==> src/hdl/asc_pkg.sv <==
// Constants, types and helpers of the converter scan auxiliary control.
// Assumes a 100 MHz system clock and a word-aligned Avalon-MM register port.
`default_nettype none
package asc_pkg;
    // Timing
    localparam int CLK_PERIOD_NS   = 10;
    localparam int SETTLE_UNIT_NS  = 1280;
    localparam int SETTLE_UNIT_CYC = (SETTLE_UNIT_NS + CLK_PERIOD_NS - 1) / CLK_PERIOD_NS;
    localparam int SLEEP_HOLD_CYC  = 2;
    localparam int WAKE_PIN_CYC    = 2;
    localparam int WAKE_POR_CYC    = 262144;
    localparam int OSC_START_CYC   = 1000;

    // Register byte offsets
    localparam logic [4:0] ADDR_CTRL   = 5'h00;
    localparam logic [4:0] ADDR_CMD    = 5'h04;
    localparam logic [4:0] ADDR_DIR    = 5'h08;
    localparam logic [4:0] ADDR_LEVEL  = 5'h0C;
    localparam logic [4:0] ADDR_STATUS = 5'h10;

    // Field positions and reset values
    localparam int         CMD_PULSE_BIT = 0;
    localparam logic [7:0] CTRL_RST      = 8'h00;
    localparam logic [7:0] DIR_RST       = 8'hFF;
    localparam logic [7:0] LEVEL_RST     = 8'h00;

    // Control register layout, bit 7 down to bit 0
    typedef struct packed {
        logic       run;
        logic       bias_high;
        logic       bias_en;
        logic       chop_en;
        logic       auto_scan;
        logic [2:0] settle_wait_select;
    } asc_ctrl_s;

    // Status register layout, bit 7 down to bit 0
    typedef struct packed {
        logic [3:0] channel;
        logic       chop_phase;
        logic       busy;
        logic       powered_down;
        logic       ready;
    } asc_status_s;

    // Converted result
    typedef struct packed {
        logic        valid;
        logic [15:0] data;
    } asc_result_s;

    typedef enum logic [1:0] {ST_IDLE, ST_SETTLE, ST_CONV} asc_state_e;

    // Settle delay in units of the settle period
    function automatic logic [5:0] settle_units(input logic [2:0] sel);
        case (sel)
            3'h0:    settle_units = 6'h00;
            3'h1:    settle_units = 6'h01;
            3'h2:    settle_units = 6'h02;
            3'h3:    settle_units = 6'h04;
            3'h4:    settle_units = 6'h08;
            3'h5:    settle_units = 6'h10;
            3'h6:    settle_units = 6'h20;
            default: settle_units = 6'h30;
        endcase
    endfunction

    // Mean of two signed readings
    function automatic logic [15:0] chop_avg(input logic [15:0] a, input logic [15:0] b);
        logic signed [16:0] sum;
        sum      = $signed({a[15], a}) + $signed({b[15], b});
        chop_avg = sum[16:1];
    endfunction
endpackage
`default_nettype wire

==> src/hdl/asc_scan_aux.sv <==
// Scan sequencing, sensor bias, chopping, general port and power-down control.
// Assumes a converter core that starts on CONV_START_O and answers with CONV_DONE_I.
//
// Added by the designer: the Avalon-MM register port and the placing of the registers.
`default_nettype none
// Functional notes
// - Delay codes 0..7 select 0,1,2,4,8,16,32,48 units of 128 clocks.
// - Auto scan waits the settle delay after each channel change before converting.
// - Pulse mode converts one channel per start pulse or pulse command.
// - Bias enabled sources current into positive and sinks from negative mux output.
// - Bias reaches only the selected pair through the mux outputs.
// - Chopping takes two opposite-polarity readings and outputs their average.
// - Chopping halves the result rate.
// - Eight port pins, each direction set by its own direction bit.
// - Reading the level register returns actual pin levels.
// - Writing the level register stores output values, even for input pins.
// - Port keeps working and driving outputs during standby and power-down; direction and level writes are ignored while powered down.
// - After reset all port pins are inputs.
// - Power-down engages after sleep pin low two clocks; clock output stops.
// - Registers keep their contents through power-down.
// - External clock: ready 2 clocks after wake, 2^18 after power-up.
// - Internal oscillator: wake covers start-up, plus 2^18 after power-up.
// - Clock output is invalid during the wake interval.
// - Outputs stay driven in power-down; inputs are driven by the system.
module asc_scan_aux
    import asc_pkg::*;
#(
    parameter int WAKE_POR    = WAKE_POR_CYC,
    parameter int OSC_START   = OSC_START_CYC,
    parameter int SETTLE_UNIT = SETTLE_UNIT_CYC
) (
    // Clock and reset
    input  wire logic        CLK_I,
    input  wire logic        RST_N_I,
    // Register port
    input  wire logic [4:0]  AVS_ADDRESS_I,
    input  wire logic        AVS_READ_I,
    input  wire logic        AVS_WRITE_I,
    input  wire logic [31:0] AVS_WRITEDATA_I,
    input  wire logic [3:0]  AVS_BYTEENABLE_I,
    output logic      [31:0] AVS_READDATA_O,
    output logic             AVS_WAITREQUEST_O,
    // Device pins
    input  wire logic        START_I,
    input  wire logic        SLEEP_PIN_N_I,
    input  wire logic        CLOCK_SOURCE_PIN_I,
    output logic             CLOCK_PIN_IO_VALID_O,
    output logic             POWERED_DOWN_O,
    output logic             READY_O,
    // Converter core
    output logic             CONV_START_O,
    input  wire logic        CONV_DONE_I,
    input  wire logic [15:0] CONV_DATA_I,
    output logic             POLARITY_SWAP_O,
    output logic      [3:0]  CHANNEL_O,
    output logic      [15:0] RESULT_O,
    output logic             RESULT_VALID_O,
    // Sensor bias
    output logic             MUX_OUT_POSITIVE_SRC_O,
    output logic             MUX_OUT_NEGATIVE_SNK_O,
    output logic             SENSOR_BIAS_CURRENT_HI_O,
    // General port
    input  wire logic [7:0]  GENERAL_PORT_PINS_I,
    output logic      [7:0]  GENERAL_PORT_PINS_O,
    output logic      [7:0]  GENERAL_PORT_PINS_OE_O
);
    logic        rst_s1;
    logic        rst_n;
    logic        ack;
    asc_ctrl_s   ctrl;
    logic [7:0]  port_direction_reg;
    logic [7:0]  port_level_reg;
    logic [1:0]  sleep_cnt;
    logic        pd;
    logic        por_load;
    logic [19:0] wake_cnt;
    logic        start_q;
    asc_state_e  state;
    logic [12:0] settle_cnt;
    logic        phase;
    logic [15:0] first_read;
    logic [3:0]  channel;
    asc_result_s result;
    logic [12:0] settle_seen;
    logic [12:0] settle_goal;
    logic [1:0]  start_cnt;

    function automatic logic [12:0] settle_cycles(input logic [2:0] sel);
        settle_cycles = 13'(int'(settle_units(sel)) * SETTLE_UNIT);
    endfunction

    // Reset release
    always_ff @(posedge CLK_I or negedge RST_N_I) begin
        if (!RST_N_I) begin
            rst_s1 <= 1'b0;
            rst_n  <= 1'b0;
        end else begin
            rst_s1 <= 1'b1;
            rst_n  <= rst_s1;
        end
    end

    // Bus decode
    wire        req      = AVS_READ_I | AVS_WRITE_I;
    wire        wr_take  = AVS_WRITE_I & ack & ~pd & AVS_BYTEENABLE_I[0];
    wire        wr_ctrl  = wr_take & (AVS_ADDRESS_I == ADDR_CTRL);
    wire        wr_dir   = wr_take & (AVS_ADDRESS_I == ADDR_DIR);
    wire        wr_level = wr_take & (AVS_ADDRESS_I == ADDR_LEVEL);
    wire        cmd_pulse = wr_take & (AVS_ADDRESS_I == ADDR_CMD)
                            & AVS_WRITEDATA_I[CMD_PULSE_BIT];
    wire asc_status_s status = '{channel: channel, chop_phase: phase,
                                 busy: state != ST_IDLE, powered_down: pd,
                                 ready: READY_O};
    wire [7:0]  rd_byte  = (AVS_ADDRESS_I == ADDR_CTRL)   ? ctrl :
                           (AVS_ADDRESS_I == ADDR_DIR)    ? port_direction_reg :
                           (AVS_ADDRESS_I == ADDR_LEVEL)  ? GENERAL_PORT_PINS_I :
                           (AVS_ADDRESS_I == ADDR_STATUS) ? status : 8'h00;

    assign AVS_WAITREQUEST_O = req & ~ack;

    always_ff @(posedge CLK_I or negedge rst_n) begin
        if (!rst_n) begin
            ack            <= 1'b0;
            AVS_READDATA_O <= 32'h00000000;
        end else begin
            ack <= req & ~ack;
            if (AVS_READ_I && !ack) begin
                AVS_READDATA_O <= {24'h000000, rd_byte};
            end
        end
    end

    // Registers, frozen while powered down
    always_ff @(posedge CLK_I or negedge rst_n) begin
        if (!rst_n) begin
            ctrl               <= CTRL_RST;
            port_direction_reg <= DIR_RST;
            port_level_reg     <= LEVEL_RST;
        end else begin
            if (wr_ctrl) ctrl <= AVS_WRITEDATA_I[7:0];
            if (wr_dir) port_direction_reg <= AVS_WRITEDATA_I[7:0];
            if (wr_level) port_level_reg <= AVS_WRITEDATA_I[7:0];
        end
    end

    // General port stays live in power-down
    assign GENERAL_PORT_PINS_O    = port_level_reg;
    assign GENERAL_PORT_PINS_OE_O = ~port_direction_reg;

    // Sensor bias through the selected mux outputs only
    assign MUX_OUT_POSITIVE_SRC_O   = ctrl.bias_en & ~pd;
    assign MUX_OUT_NEGATIVE_SNK_O   = ctrl.bias_en & ~pd;
    assign SENSOR_BIAS_CURRENT_HI_O = ctrl.bias_high;

    // Power-down and wake timing
    wire [19:0] wake_pin = CLOCK_SOURCE_PIN_I ? 20'(WAKE_PIN_CYC) : 20'(OSC_START);
    wire [19:0] wake_por = CLOCK_SOURCE_PIN_I ? 20'(WAKE_POR) : 20'(WAKE_POR + OSC_START);

    always_ff @(posedge CLK_I or negedge rst_n) begin
        if (!rst_n) begin
            sleep_cnt <= 2'h0;
            pd        <= 1'b0;
            por_load  <= 1'b1;
            wake_cnt  <= 20'h00000;
        end else begin
            sleep_cnt <= SLEEP_PIN_N_I ? 2'h0 : (sleep_cnt == 2'h2 ? 2'h2 : sleep_cnt + 2'h1);
            if (!SLEEP_PIN_N_I && sleep_cnt == 2'(SLEEP_HOLD_CYC - 1)) begin
                pd <= 1'b1;
            end else if (SLEEP_PIN_N_I && pd) begin
                pd       <= 1'b0;
                wake_cnt <= wake_pin;
            end else if (por_load) begin
                por_load <= 1'b0;
                wake_cnt <= wake_por;
            end else if (wake_cnt != 20'h00000) begin
                wake_cnt <= wake_cnt - 20'h00001;
            end
        end
    end

    assign POWERED_DOWN_O       = pd;
    assign READY_O              = ~pd & ~por_load & (wake_cnt == 20'h00000);
    assign CLOCK_PIN_IO_VALID_O = READY_O;

    // Conversion sequencing
    wire        start_rise  = START_I & ~start_q;
    wire        keep_scan   = ctrl.run | START_I;
    wire        trigger     = READY_O & (ctrl.auto_scan ? keep_scan : (start_rise | cmd_pulse));
    wire [12:0] settle_full = settle_cycles(ctrl.settle_wait_select);
    wire        second      = ctrl.chop_en & ~phase;
    wire        again       = ctrl.auto_scan & keep_scan;
    wire        load_settle = (state == ST_IDLE && trigger)
                              || (state == ST_CONV && CONV_DONE_I && (second || again));
    wire [12:0] load_val    = (state == ST_IDLE && !ctrl.auto_scan) ? 13'h0000 : settle_full;

    assign CONV_START_O    = READY_O & (state == ST_SETTLE) & (settle_cnt == 13'h0000);
    assign POLARITY_SWAP_O = phase;
    assign CHANNEL_O       = channel;
    assign RESULT_O        = result.data;
    assign RESULT_VALID_O  = result.valid;

    always_ff @(posedge CLK_I or negedge rst_n) begin
        if (!rst_n) begin
            start_q <= 1'b0;
            state   <= ST_IDLE;
            phase   <= 1'b0;
            channel <= 4'h0;
            first_read <= 16'h0000;
            result  <= '0;
        end else begin
            start_q      <= START_I;
            result.valid <= 1'b0;
            if (!READY_O) begin
                state <= ST_IDLE;
                phase <= 1'b0;
            end else begin
                case (state)
                    ST_IDLE: begin
                        if (trigger) state <= ST_SETTLE;
                    end
                    ST_SETTLE: begin
                        if (settle_cnt == 13'h0000) state <= ST_CONV;
                    end
                    ST_CONV: begin
                        if (CONV_DONE_I && second) begin
                            first_read <= CONV_DATA_I;
                            phase      <= 1'b1;
                            state      <= ST_SETTLE;
                        end else if (CONV_DONE_I) begin
                            result.data  <= phase ? chop_avg(first_read, CONV_DATA_I)
                                                  : CONV_DATA_I;
                            result.valid <= 1'b1;
                            phase        <= 1'b0;
                            if (again) begin
                                channel <= channel + 4'h1;
                                state   <= ST_SETTLE;
                            end else begin
                                state <= ST_IDLE;
                            end
                        end
                    end
                    default: state <= ST_IDLE;
                endcase
            end
        end
    end

    always_ff @(posedge CLK_I or negedge rst_n) begin
        if (!rst_n) begin
            settle_cnt <= 13'h0000;
        end else if (load_settle) begin
            settle_cnt <= load_val;
        end else if (state == ST_SETTLE && settle_cnt != 13'h0000) begin
            settle_cnt <= settle_cnt - 13'h0001;
        end
    end

    // Helpers for the checks below
    always_ff @(posedge CLK_I or negedge rst_n) begin
        if (!rst_n) begin
            settle_seen <= 13'h0000;
            settle_goal <= 13'h0000;
            start_cnt   <= 2'h0;
        end else begin
            settle_seen <= (state == ST_SETTLE) ? settle_seen + 13'h0001 : 13'h0000;
            if (load_settle) settle_goal <= load_val;
            if (RESULT_VALID_O) start_cnt <= {1'b0, CONV_START_O};
            else if (CONV_START_O && start_cnt != 2'h3) start_cnt <= start_cnt + 2'h1;
        end
    end
endmodule
`default_nettype wire

==> config.mk <==
export PLATFORM = sky130hd
export DESIGN_NAME = asc_scan_aux
export DESIGN_NICKNAME = d
export VERILOG_FILES = /design/src/hdl/asc_pkg.sv /design/src/hdl/asc_scan_aux.sv
export SDC_FILE = /design/constraint.sdc
export NUM_CORES = 1
export LEC_CHECK = 0
export BUFFER_PORTS_ARGS = -buffer_cell sky130_fd_sc_hd__buf_2
export CORE_MARGIN = 10
export CORE_UTILIZATION = 35
export CTS_BUF_LIST = sky130_fd_sc_hd__clkbuf_8 sky130_fd_sc_hd__clkbuf_16
export CTS_CLUSTER_SIZE = 25
export DETAILED_ROUTE_END_ITERATION = 7
export PLACE_DENSITY = 0.56
export SKIP_CTS_REPAIR_TIMING = 1
export SYNTH_ARGS = -nofsm -noshare
export SYNTH_HDL_FRONTEND = slang
export SYNTH_SLANG_ARGS = --single-unit
export TNS_END_PERCENT = 1
==> constraint.sdc <==
create_clock -name CLK_I -period 3.3 [get_ports CLK_I]
set_input_delay 0.165 -clock CLK_I [delete_from_list [all_inputs] [get_ports CLK_I]]
set_output_delay 0.165 -clock CLK_I [all_outputs]
set_load 0.02 [all_outputs]
* Word level (Yosys, flattened, before mapping)
Cells that the tools add are included.
** Word-level totals
- Register bits after elaboration :: 113
- Bits of input ports :: 73
- Logic and storage cells :: 144
** Operators by class
- $add $sub $neg :: 5
- Eq/ne operators :: 19
- Muxes and demuxes :: 34
- Bitwise logic cells :: 30
- Reduce and logical (&&, ||, !) cells :: 32
** Operators with widths (count)
- 17-bit 2-to-1 mux :: 4
- 20-bit 2-to-1 mux :: 3
- 6-bit case mux with 7 select lines :: 1
- 13-bit 2-to-1 mux :: 3
- 8-bit 2-to-1 mux :: 4
- 20-bit zero test :: 1
- 10-bit 2-to-1 mux :: 2
- 20-bit nonzero test :: 1
- 20-bit by 1-bit subtractor with 20-bit output, second input constant :: 1
- 1-bit AND :: 18
- 16-bit by 16-bit adder with 17-bit output :: 1
- 16-bit 2-to-1 mux :: 1
- 2-bit 2-to-1 mux :: 7
- 13-bit zero test :: 1
- 13-bit nonzero test :: 1
- 13-bit by 1-bit subtractor with 13-bit output, second input constant :: 1
- 5-bit by 4-bit == test with 1-bit output, second input constant :: 2
- 3-bit == test, second input constant :: 3
- 1-bit logical AND :: 9
- 1-bit 2-to-1 mux :: 8
- 1-bit NOT :: 8
- 8-bit NOT :: 1
- 3-bit by 2-bit == test with 1-bit output, second input constant :: 2
- 3-bit != test, second input constant :: 2
- other kinds (23) :: 35

* Depth between registers and ports, before layout
Gate-level depths: netlist of the first run.
- Depth in word-level cells :: 11
- Gate-level depth with buffers :: 9
- Depth with buffers taken out :: 9

* Worst setup path before layout of the first run
OpenSTA, ideal clock, no wires.
- Path kind :: register -> register
- From :: register wake_cnt[14]
- To :: register first_read[10]
- Library setup time :: 0.125 ns
- Arrival time :: 2.243 ns
- Data required time :: 3.175 ns
- Path slack :: 0.932 ns
- Cell stages (with the launch flop) :: 7
- Clock period less this slack :: 2.368 ns
- Cell sequence :: dfrtp_1 > or4_4 > nor4b_4 > nand3_1 > nor2_4 > buf_6 > mux2_2
** Between the ends
- Longest elaborated chain between the ends :: 3
** RTL lines
- start: declaration :: RTL line asc_scan_aux.sv:76 : logic [19:0] wake_cnt;
- start signal: assignment :: RTL line asc_scan_aux.sv:171 : wake_cnt <= wake_pin;
- start signal: assignment :: RTL line asc_scan_aux.sv:174 : wake_cnt <= wake_por;
- start signal: assignment :: RTL line asc_scan_aux.sv:176 : wake_cnt <= wake_cnt - 20'h00001;
- 20-bit zero test :: RTL line asc_scan_aux.sv:182 : assign READY_O = ~pd & ~por_load & (wake_cnt == 20'h00000);
- 1-bit AND :: RTL line asc_scan_aux.sv:182
- 3-bit AND reduction (no line)
- end signal: assignment :: RTL line asc_scan_aux.sv:208 : first_read <= 16'h0000;
- end signal: assignment :: RTL line asc_scan_aux.sv:226 : first_read <= CONV_DATA_I;
- end: declaration :: RTL line asc_scan_aux.sv:81 : logic [15:0] first_read;
Every way passes these cells.
A chain may end at the register's enable or synchronous reset.

* Worst setup path in the final report of the first run
- From :: register wake_cnt[14]
- To :: output port CONV_START_O
** Between the ends
- Longest elaborated chain between the ends :: 4
** RTL lines
- 20-bit zero test :: RTL line asc_scan_aux.sv:182
- 1-bit AND :: RTL line asc_scan_aux.sv:182
- 1-bit AND (2 in a row) :: RTL line asc_scan_aux.sv:196 : assign CONV_START_O = READY_O & (state == ST_SETTLE) & (settle_cnt == 13'h0000);
- end: declaration :: RTL line asc_scan_aux.sv:51 : output logic CONV_START_O,
Every way passes these cells.

==> results by group, run 1 <==
Global routing
  • Largest net degree at the start of global routing: 66
  • First-pass GRT wire length: 27,100 um
  • Vias in the first global route: 5,036
  • Initial antenna violation count: 1
  • Grt total ovfl: 0
  • Total track usage: 13.7%

Worst setup path
  • Slowest cell on crit path: or4_4
  • CP Capture Type: output port
  • Worst Setup Start Kind: flop
  • Cell chain of the critical path: or4_4 -> nor4b_4 -> nand3_2 -> inv_1 -> and3_1 -> buf_2
  • CP required: 3130 ps
  • Worst path bufs/invs: 2
  • Top delay family on crit path: simple AND/OR/NAND/NOR gates
  • Worst-path fanout max: 9
  • CP max stage delay: 570 ps
  • Data arrival, critical path: 2680 ps
  • CP Class: flop to output port

Clock tree
  • Largest buffer count on any clock path: 2
  • H-tree levels: 4
  • Later-pin clock latency in the skew report: 410 ps
  • Clk root buf: clkbuf_16
  • CTS buffer count: 17
  • Worst-path clk slew: 60 ps
  • Clock tree from TritonCTS: done
  • # clock sinks: 113

Synth
  • Mapped Area: 6420 um2
  • Post-synth top area share: 40.5%
  • Asr flop ratio synth: 100%
  • Synthesized instance count: 663
  • Post-synthesis sequential area ratio: 44.2%
  • Yosys warns: 0
  • Synth cell count leaders: 104 x dfrtp_1, 66 x nor2_1, 50 x nand2_1, 39 x a21oi_1, 35 x o21ai_0
  • Number of synthesized flops with an enable pin: 0
  • Syn_area_per_cell: 9.69 um2
  • Synth area leaders: dfrtp_1 41%, mux2_2 5.8%, ha_1 4.3%, nor2_1 3.9%, dfstp_2 3.7%
  • Distinct cells, synth: 72
  • Flip-flop and latch count after synthesis: 113
  • Most numerous cell in the Yosys netlist: dfrtp_1
  • Ys flop type: dfrtp_1
  • Area leader, netlist: dfrtp_1

Floorplan
  • Die area: 24,200 um2
  • Core Area: 18,000 um2
  • Num ports: 151
  • Initial Util: 35.6%
  • Row count: 49
  • Die Span Y: 155 um
  • Die W: 155 um

Pwr
  • Internal power: 3050 uW
  • Max VDD drop: 408 uV
  • Clock share of power: 42.9%
  • Sequential share of power: 39.8%
  • Power Dens Cells: 559 nW/um2
  • Comb pwr share: 17.3%
  • Leakage power: 0.00363 uW
  • Switching Share: 29.1%
  • Sw Pwr: 1250 uW
  • Total Power: 4300 uW

Timing
  • Final Critical Period: 2840 ps
  • Clk_skew: 8.63 ps
  • Fmax: 352 MHz
  • Final setup viols: 0
  • Hold Violations, Final: 3
  • RSZ-0062 raised after global routing: false
  • Fin Setup TNS: 0 ps
  • Hold slack: -15.4 ps
  • Worst-Margin Slew: 1010 ps
  • Tcrit/Tclk final: 86.2%
  • Max_slew headroom: 32.4%
  • PnR worst setup slack: 456 ps
  • Final Slew Violations: 0

Final layout
  • Layout filler cell count: 1,817
  • Nets: 864
  • Layout cells sized above 1: 25.6%
  • Top reg by flops: wake_cnt
  • Max FFs per register: 20
  • Core Util, Final: 42.7%
  • FF+latch area: 2840 um2
  • Antenna Diode Count: 0
  • Area occupied by multi-input gates: 3290 um2
  • Area Overhead vs Synth: 19.7%

Hold path
  • Min-Delay Path Class: primary input to flop

Drt
  • Vias per cell: 5.13
  • Total Wirelength: 16,500 um
  • Vias: 5,186
  • WL per Instance: 16.3 um
  • DRT antenna net count: 0
  • Residual DRC: 0
  • Initial DRC Count: 313
  • DRT Pass-1 Iters: 4

Job
  • Max cap viols: 0

Placed design
  • Placer Congestion: 0.804
  • Worst slack, placed: 581 ps
  • Port Buffers: 99
  • Hpwl dp: 12,100 um

Status
  • Failing checks: hold timing
  • Status: complete, but fails checks
layer usage:
metal  part of all wire [%]  vias to the layer above  track usage (%)
li1                       -                     2562                -
met1                     49                     2484             18.4
met2                     44                      120             20.5
met3                    5.9                       18             4.27
met4                    1.1                        2             4.41
met5                  0.079                        -                0
cell families (layout without fill, tap and decap cells):
kind of cell / Yosys count / in the layout / share of synthesized area, %
buffers and inverters: 70 / 165 / 6.02
other: 2 / 25 / 0.117
and+or+nand+nor: 232 / 232 / 19.0
AOI/OAI and AO/OA: 155 / 155 / 15.4
adders and majority gates: 23 / 23 / 4.60
muxes: 40 / 40 / 6.87
xor gates and xnor gates: 28 / 28 / 3.82
DFF: 113 / 113 / 44.2
area by class of cell:
type,count,area share [%]
inverter,22,1.09
clock buffer,18,5.71
clock inverter,14,1.97
tap,229,3.72
multi-input combinational,503,42.7
sequential,113,37.0
timing repair buffer,111,7.84
layout by cell type, fill, tap and decap left out, drive strengths merged, types with 7 or more instances in the layout:
cell type	n
or3	11
a31oi	13
inv	24
mux2i	7
nor4	9
nand2	50
nor3	16
xor2	11
ha	22
clkinv	8
a22oi	13
clkbuf	18
a21o	7
mux2	33
a21oi	39
nor2b	13
nor2	68
nor3b	12
xnor2	17
dfstp	9
conb	25
buf	109
o21ai	39
dfrtp	104
nand3	17
tightest hold or removal path, cell delays in order:
cell and delay [ps]:
buf_2 110, nand2_1 50, o21ai_0 60
power groups by stage:
stage | Combinational, uW | Clock (uW) | Sequential, uW
2_1_floorplan | 524 | 0 | 1730
3_3_place_gp | 737 | 0 | 1730
3_5_place_dp | 743 | 0 | 1730
4_1_cts | 750 | 1890 | 1710
5_1_grt | 841 | 1960 | 1740
6_report | 744 | 1840 | 1710
path summary, 6_finish.rpt:
path	start	to	slack (ps)	depth (start not counted)
min in group asynchronous	RST_N_I	rst_s1$_DFF_PN0_	60	2
min reg2reg	rst_n$_DFF_PN0_	wake_cnt[11]$_DFFE_PN0P_	350	0
max in group asynchronous	rst_n$_DFF_PN0_	port_direction_reg[6]$_DFFE_PN1P_	2150	1
max	wake_cnt[14]$_DFFE_PN0P_	CONV_START_O	460	6
max reg2reg	wake_cnt[14]$_DFFE_PN0P_	first_read[8]$_DFFE_PN0P_	590	5
min	AVS_WRITEDATA_I[2]	port_direction_reg[2]$_DFFE_PN1P_	-20	3
through the flow:
stage / cell area, um2 / std cells / hold WS (ps)
after global placement: 7080 / 976 / -47.4
after CTS: 7670 / 1008 / -494
after floorplan: 6510 / 686 / -131
after detailed placement: 7080 / 976 / -45.5
final: 7690 / 1010 / -15.4
after global routing: 7690 / 1010 / 1.12
Power figures use the tool's default switching activity.
==> run 2: changes to the inputs <==
--- a/config.mk
+++ b/config.mk
@@ -11,7 +11,8 @@
 export CTS_BUF_LIST = sky130_fd_sc_hd__clkbuf_8 sky130_fd_sc_hd__clkbuf_16
 export CTS_CLUSTER_SIZE = 25
 export DETAILED_ROUTE_END_ITERATION = 7
-export PLACE_DENSITY = 0.56
+export GPL_TIMING_DRIVEN = 0
+export PLACE_DENSITY = 0.54
 export SKIP_CTS_REPAIR_TIMING = 1
 export SYNTH_ARGS = -nofsm -noshare
 export SYNTH_HDL_FRONTEND = slang
==> constraint.sdc (replaced) <==
create_clock -name CLK_I -period 3.43 [get_ports CLK_I]
set_input_delay 0.1715 -clock CLK_I [delete_from_list [all_inputs] [get_ports CLK_I]]
set_output_delay 0.1715 -clock CLK_I [all_outputs]
set_load 0.02 [all_outputs]
==> results by group, run 2 (synthesis gave the netlist of run 1 again) <==
Worst setup path
  • CP max stage delay: 580 ps (about the same)
  • CP Class: flop to output port
  • CP required: 3260 ps (+130 ps)
  • Worst-path fanout max: 9 (unchanged)
  • CP Capture Type: output port
  • Worst Setup Start Kind: flop
  • Data arrival, critical path: 2690 ps (about the same)
  • Cell chain of the critical path: or4_4 -> nor4b_4 -> nand3_2 -> inv_1 -> and3_1 -> buf_2
  • Slowest cell on crit path: or4_4

Global routing
  • Total track usage: 14.3% (+0.54 points)
  • Grt total ovfl: 0 (unchanged)
  • First-pass GRT wire length: 28,200 um (+4.2%)
  • Vias in the first global route: 5,437 (+8.0%)
  • Largest net degree at the start of global routing: 67 (+1.5%)
  • Initial antenna violation count: 0 (-1)

Floorplan
  • Die W: 155 um (unchanged)
  • Row count: 49 (unchanged)
  • Core Area: 18,000 um2 (unchanged)
  • Num ports: 151 (unchanged)
  • Initial Util: 35.6% (unchanged)
  • Die Span Y: 155 um (unchanged)
  • Die area: 24,200 um2 (unchanged)

Placed design
  • Port Buffers: 98 (-1.0%)
  • Hpwl dp: 13,300 um (+9.7%)
  • Placer Congestion: 0.816 (+1.5%)

Final layout
  • Layout cells sized above 1: 27.1% (+1.5 points)
  • Nets: 905 (+4.7%)
  • Max FFs per register: 20 (unchanged)
  • Core Util, Final: 44.1% (+1.4 points)
  • Area Overhead vs Synth: 23.6%
  • Commonest non-fill, non-tap cell in the layout: dfrtp_1
  • Commonest cells after routing, fill and taps aside: 103 x dfrtp_1, 98 x buf_2, 66 x nor2_1
  • Antenna Diode Count: 0 (unchanged)
  • Layout filler cell count: 1,797 (-1.1%)
  • Top reg by flops: wake_cnt

Timing
  • Max_slew headroom: 25.8% (-6.6 points)
  • Hold slack: -5.31 ps (+10.0 ps)
  • Fmax: 350 MHz
  • Hold Violations, Final: 1 (-2)
  • Clk_skew: 8.02 ps (-0.610 ps)
  • Worst-Margin Slew: 1100 ps (+91.2 ps)
  • Tcrit/Tclk final: 83.3%
  • Final Critical Period: 2860 ps
  • Final Slew Violations: 0 (unchanged)
  • RSZ-0062 raised after global routing: false
  • Fin Setup TNS: 0 ps (unchanged)
  • Final setup viols: 0 (unchanged)

Drt
  • WL per Instance: 16.5 um (+0.91%)
  • Initial DRC Count: 302 (-3.5%)
  • DRT antenna net count: 0 (unchanged)
  • Vias per cell: 5.21 (+1.4%)
  • Total Wirelength: 17,300 um (+5.0%)
  • DRT Pass-1 Iters: 5 (+1)
  • Residual DRC: 0 (unchanged)
  • Vias: 5,473 (+5.5%)

Status
  • Status: complete, but fails checks
  • Failing checks: hold timing

Job
  • Max cap viols: 0 (unchanged)

Clock tree
  • Clock tree from TritonCTS: done
  • Largest buffer count on any clock path: 2 (unchanged)
  • # clock sinks: 113 (unchanged)
  • Worst-path clk slew: 60 ps (about the same)
  • Clk root buf: clkbuf_16
  • Later-pin clock latency in the skew report: 410 ps (about the same)
  • H-tree levels: 4 (unchanged)
  • CTS buffer count: 17 (unchanged)

Pwr
  • Max VDD drop: 351 uV (-14%)
  • Leakage power: 0.00375 uW (+3.4%)
  • Total Power: 4080 uW (-5.0%)
  • Power Dens Cells: 514 nW/um2 (-8.0%)

Hold path
  • Min-Delay Path Class: primary input to flop
-- run 2: cell type report --
type | instances | area [um2] | area share (%)
clock buffer | 18 | 439 | 5.53
buffer | 48 | 303 | 3.81
clock inverter | 14 | 131 | 1.65
inverter | 22 | 83.8 | 1.06
multi-input combinational | 503 | 3290 | 41.4
tap | 229 | 287 | 3.61
timing repair buffer | 104 | 568 | 7.15
sequential | 113 | 2840 | 35.8
-- run 2: per-layer routing --
layer / wire length (um) / GRT usage, %
met5: 0 / 0
met4: 256 / 4.46
met2: 8260 / 23.4
met3: 951 / 3.83
met1: 7840 / 17.9
-- run 2: final timing paths --
check	startpoint	endpoint	slack (ps)	cells past startpoint
setup / recovery	wake_cnt[14]$_DFFE_PN0P_	CONV_START_O	570	6
min in group asynchronous	RST_N_I	rst_n$_DFF_PN0_	70	2
hold reg to reg	rst_n$_DFF_PN0_	first_read[9]$_DFFE_PN0P_	350	0
max in group asynchronous	rst_n$_DFF_PN0_	port_direction_reg[2]$_DFFE_PN1P_	2280	1
hold / removal	AVS_WRITEDATA_I[6]	port_direction_reg[6]$_DFFE_PN1P_	-5	3
setup reg to reg	wake_cnt[14]$_DFFE_PN0P_	RESULT_O[10]$_DFFE_PN0P_	700	7
-- run 2: per-stage QoR --
step	setup slack, ps	cell area [um2]	std cells	hold slack [ps]
floorplan	64.7	6510	686	-124
global placement	-1390	7290	1013	-43.3
detailed placement	713	7320	1014	-41.6
CTS	549	7890	1046	-488
global route	437	7940	1051	3.97
finish	571	7940	1051	-5.31
-- run 2: worst max-delay path: cells and delay by family, from the launching register on --
family	cells	cell delay [ps]
buf+inv	2	390
simple gates	4	1470
flops	1	410
-- run 2: power by group --
part	internal (uW)	leakage, uW	switching, uW
combinational	312	0.00204	441
clock	1020	0.000270	664
sequential	1490	0.00144	151
==> run 3: changes to the inputs <==
==> constraint.sdc (replaced) <==
create_clock -name CLK_I -period 3 [get_ports CLK_I]
set_input_delay 0.15 -clock CLK_I [delete_from_list [all_inputs] [get_ports CLK_I]]
set_output_delay 0.15 -clock CLK_I [all_outputs]
set_load 0.02 [all_outputs]
==> results by group, run 3 (synthesis gave the netlist of run 1 again) <==
Final layout
  • Commonest non-fill, non-tap cell in the layout: dfrtp_1
  • Nets: 906 (+0.11%)
  • Area Overhead vs Synth: 24.1%
  • Commonest cells after routing, fill and taps aside: 103 x dfrtp_1, 98 x buf_2, 66 x nor2_1
  • Design Area, Final: 7980 um2 (+0.46%)
  • Layout cells sized above 1: 26.9% (-0.28 points)
  • Layout filler cell count: 1,777 (-1.1%)
  • Antenna Diode Count: 0 (unchanged)
  • Core Util, Final: 44.3% (+0.20 points)
  • Max FFs per register: 20 (unchanged)
  • Top reg by flops: wake_cnt

Timing
  • Worst-Margin Slew: 1030 ps (-76.5 ps)
  • Hold slack: -4.38 ps (+0.931 ps)
  • Hold Violations, Final: 1 (unchanged)
  • Tcrit/Tclk final: 92.7%
  • Clk_skew: 7.71 ps (-0.318 ps)
  • Fin Setup TNS: 0 ps (unchanged)
  • Final Critical Period: 2780 ps
  • Max_slew headroom: 31.1% (+5.3 points)
  • Final setup viols: 0 (unchanged)
  • Fmax: 359 MHz
  • RSZ-0062 raised after global routing: false
  • Final Slew Violations: 0 (unchanged)

Worst setup path
  • Worst Setup Start Kind: flop
  • CP Class: flop to output port
  • Data arrival, critical path: 2630 ps (-60 ps)
  • CP required: 2850 ps (-410 ps)
  • Worst-path fanout max: 9 (unchanged)
  • CP Capture Type: output port

Placed design
  • Port Buffers: 98 (unchanged)
  • Placer Congestion: 0.841 (+3.0%)
  • Hpwl dp: 13,200 um (-1.1%)
  • Area after DPL: 7320 um2 (unchanged)

Pwr
  • Leakage power: 0.00379 uW (+1.0%)
  • Max VDD drop: 422 uV (+20%)
  • Power Dens Cells: 596 nW/um2 (+16%)

Floorplan
  • Num ports: 151 (unchanged)
  • Row count: 49 (unchanged)
  • Die W: 155 um (unchanged)
  • Die Span Y: 155 um (unchanged)
  • Die area: 24,200 um2 (unchanged)
  • Initial Util: 35.6% (unchanged)
  • Core Area: 18,000 um2 (unchanged)

Clock tree
  • Clk root buf: clkbuf_16
  • H-tree levels: 4 (unchanged)
  • Later-pin clock latency in the skew report: 410 ps (about the same)
  • CTS buffer count: 17 (unchanged)
  • Largest buffer count on any clock path: 2 (unchanged)
  • Clock tree from TritonCTS: done
  • # clock sinks: 113 (unchanged)
  • Worst-path clk slew: 50 ps (about the same)

Drt
  • Residual DRC: 0 (unchanged)
  • WL per Instance: 16.2 um (-1.6%)
  • DRT antenna net count: 0 (unchanged)
  • Vias per cell: 5.15 (-1.2%)
  • Vias: 5,415 (-1.1%)
  • Total Wirelength: 17,000 um (-1.5%)
  • DRT Pass-1 Iters: 5 (unchanged)
  • Initial DRC Count: 241 (-20%)

Global routing
  • Grt total ovfl: 0 (unchanged)
  • First-pass GRT wire length: 27,900 um (-0.95%)
  • Total track usage: 14.1% (-0.18 points)
  • Largest net degree at the start of global routing: 69 (+3.0%)
  • Initial antenna violation count: 0 (unchanged)
  • Vias in the first global route: 5,455 (+0.33%)

Job
  • Max cap viols: 0 (unchanged)

Status
  • Status: complete, but fails checks
  • Failing checks: hold timing

Hold path
  • Min-Delay Path Class: primary input to flop
-- run 3: cell count changes in the layout (fill, tap and decap cells not counted), moves of 2 or more --
| cell | delta |
|---|---|
| inv_6 | -5 |
| inv_1 | +2 |
| clkinvlp_4 | -3 |
| clkinv_2 | +4 |
| bufinv_16 | +2 |
-- run 3: report_power, final --
group / internal [uW] / switching, uW
clock: 1330 / 685
combinational: 358 / 504
sequential: 1700 / 170
-- run 3: area by class of cell --
cell class                      count  area, um2  share of cell area, %
Multi-Input combinational cell    503       3290                   41.2
Inverter                           22       83.8                   1.05
Sequential cell                   113       2840                   35.6
Buffer                             48        303                   3.80
Timing Repair Buffer              105        578                   7.25
Clock inverter                     13        144                   1.80
Tap cell                          229        287                   3.59
Clock buffer                       19        453                   5.68
-- run 3: critical path: stages (launching register included) --
cell	delay [ps]
dfrtp_1	410
or4_4	570
nor4b_4	430
nand3_2	240
inv_1	230
and3_1	180
buf_2	160
-- run 3: stage by stage --
| step | setup WS, ps | std cells | total power, uW | hold slack, ps |
|---|---|---|---|---|
| 2_1_floorplan | 632 | 686 | 2480 | -146 |
| 4_1_cts | 186 | 1046 | 4810 | -500 |
| 3_3_place_gp | 336 | 1013 | 2720 | -65.2 |
| 3_5_place_dp | 290 | 1014 | 2750 | -63.6 |
| 5_1_grt | 23.6 | 1052 | 5030 | 2.14 |
| 6_report | 218 | 1052 | 4750 | -4.38 |
-- run 3: routing by layer --
| metal | share of wire (%) | global-route usage [%] |
|---|---|---|
| met4 | 2.0 | 4.63 |
| met3 | 7.5 | 4.33 |
| met1 | 46 | 18.4 |
| met2 | 45 | 21.7 |
| met5 | 0 | 0 |
-- run 3: path summary, 6_finish.rpt --
kind | cells after the start | to | slack, ps | from
min | 3 | port_direction_reg[5]$_DFFE_PN1P_ | -4 | AVS_WRITEDATA_I[5]
max in group asynchronous | 1 | port_direction_reg[2]$_DFFE_PN1P_ | 1870 | rst_n$_DFF_PN0_
min reg2reg | 0 | wake_cnt[7]$_DFFE_PN0P_ | 340 | rst_n$_DFF_PN0_
max reg2reg | 6 | first_read[8]$_DFFE_PN0P_ | 280 | wake_cnt[14]$_DFFE_PN0P_
min in group asynchronous | 2 | rst_n$_DFF_PN0_ | 40 | RST_N_I
max | 6 | CONV_START_O | 220 | wake_cnt[14]$_DFFE_PN0P_
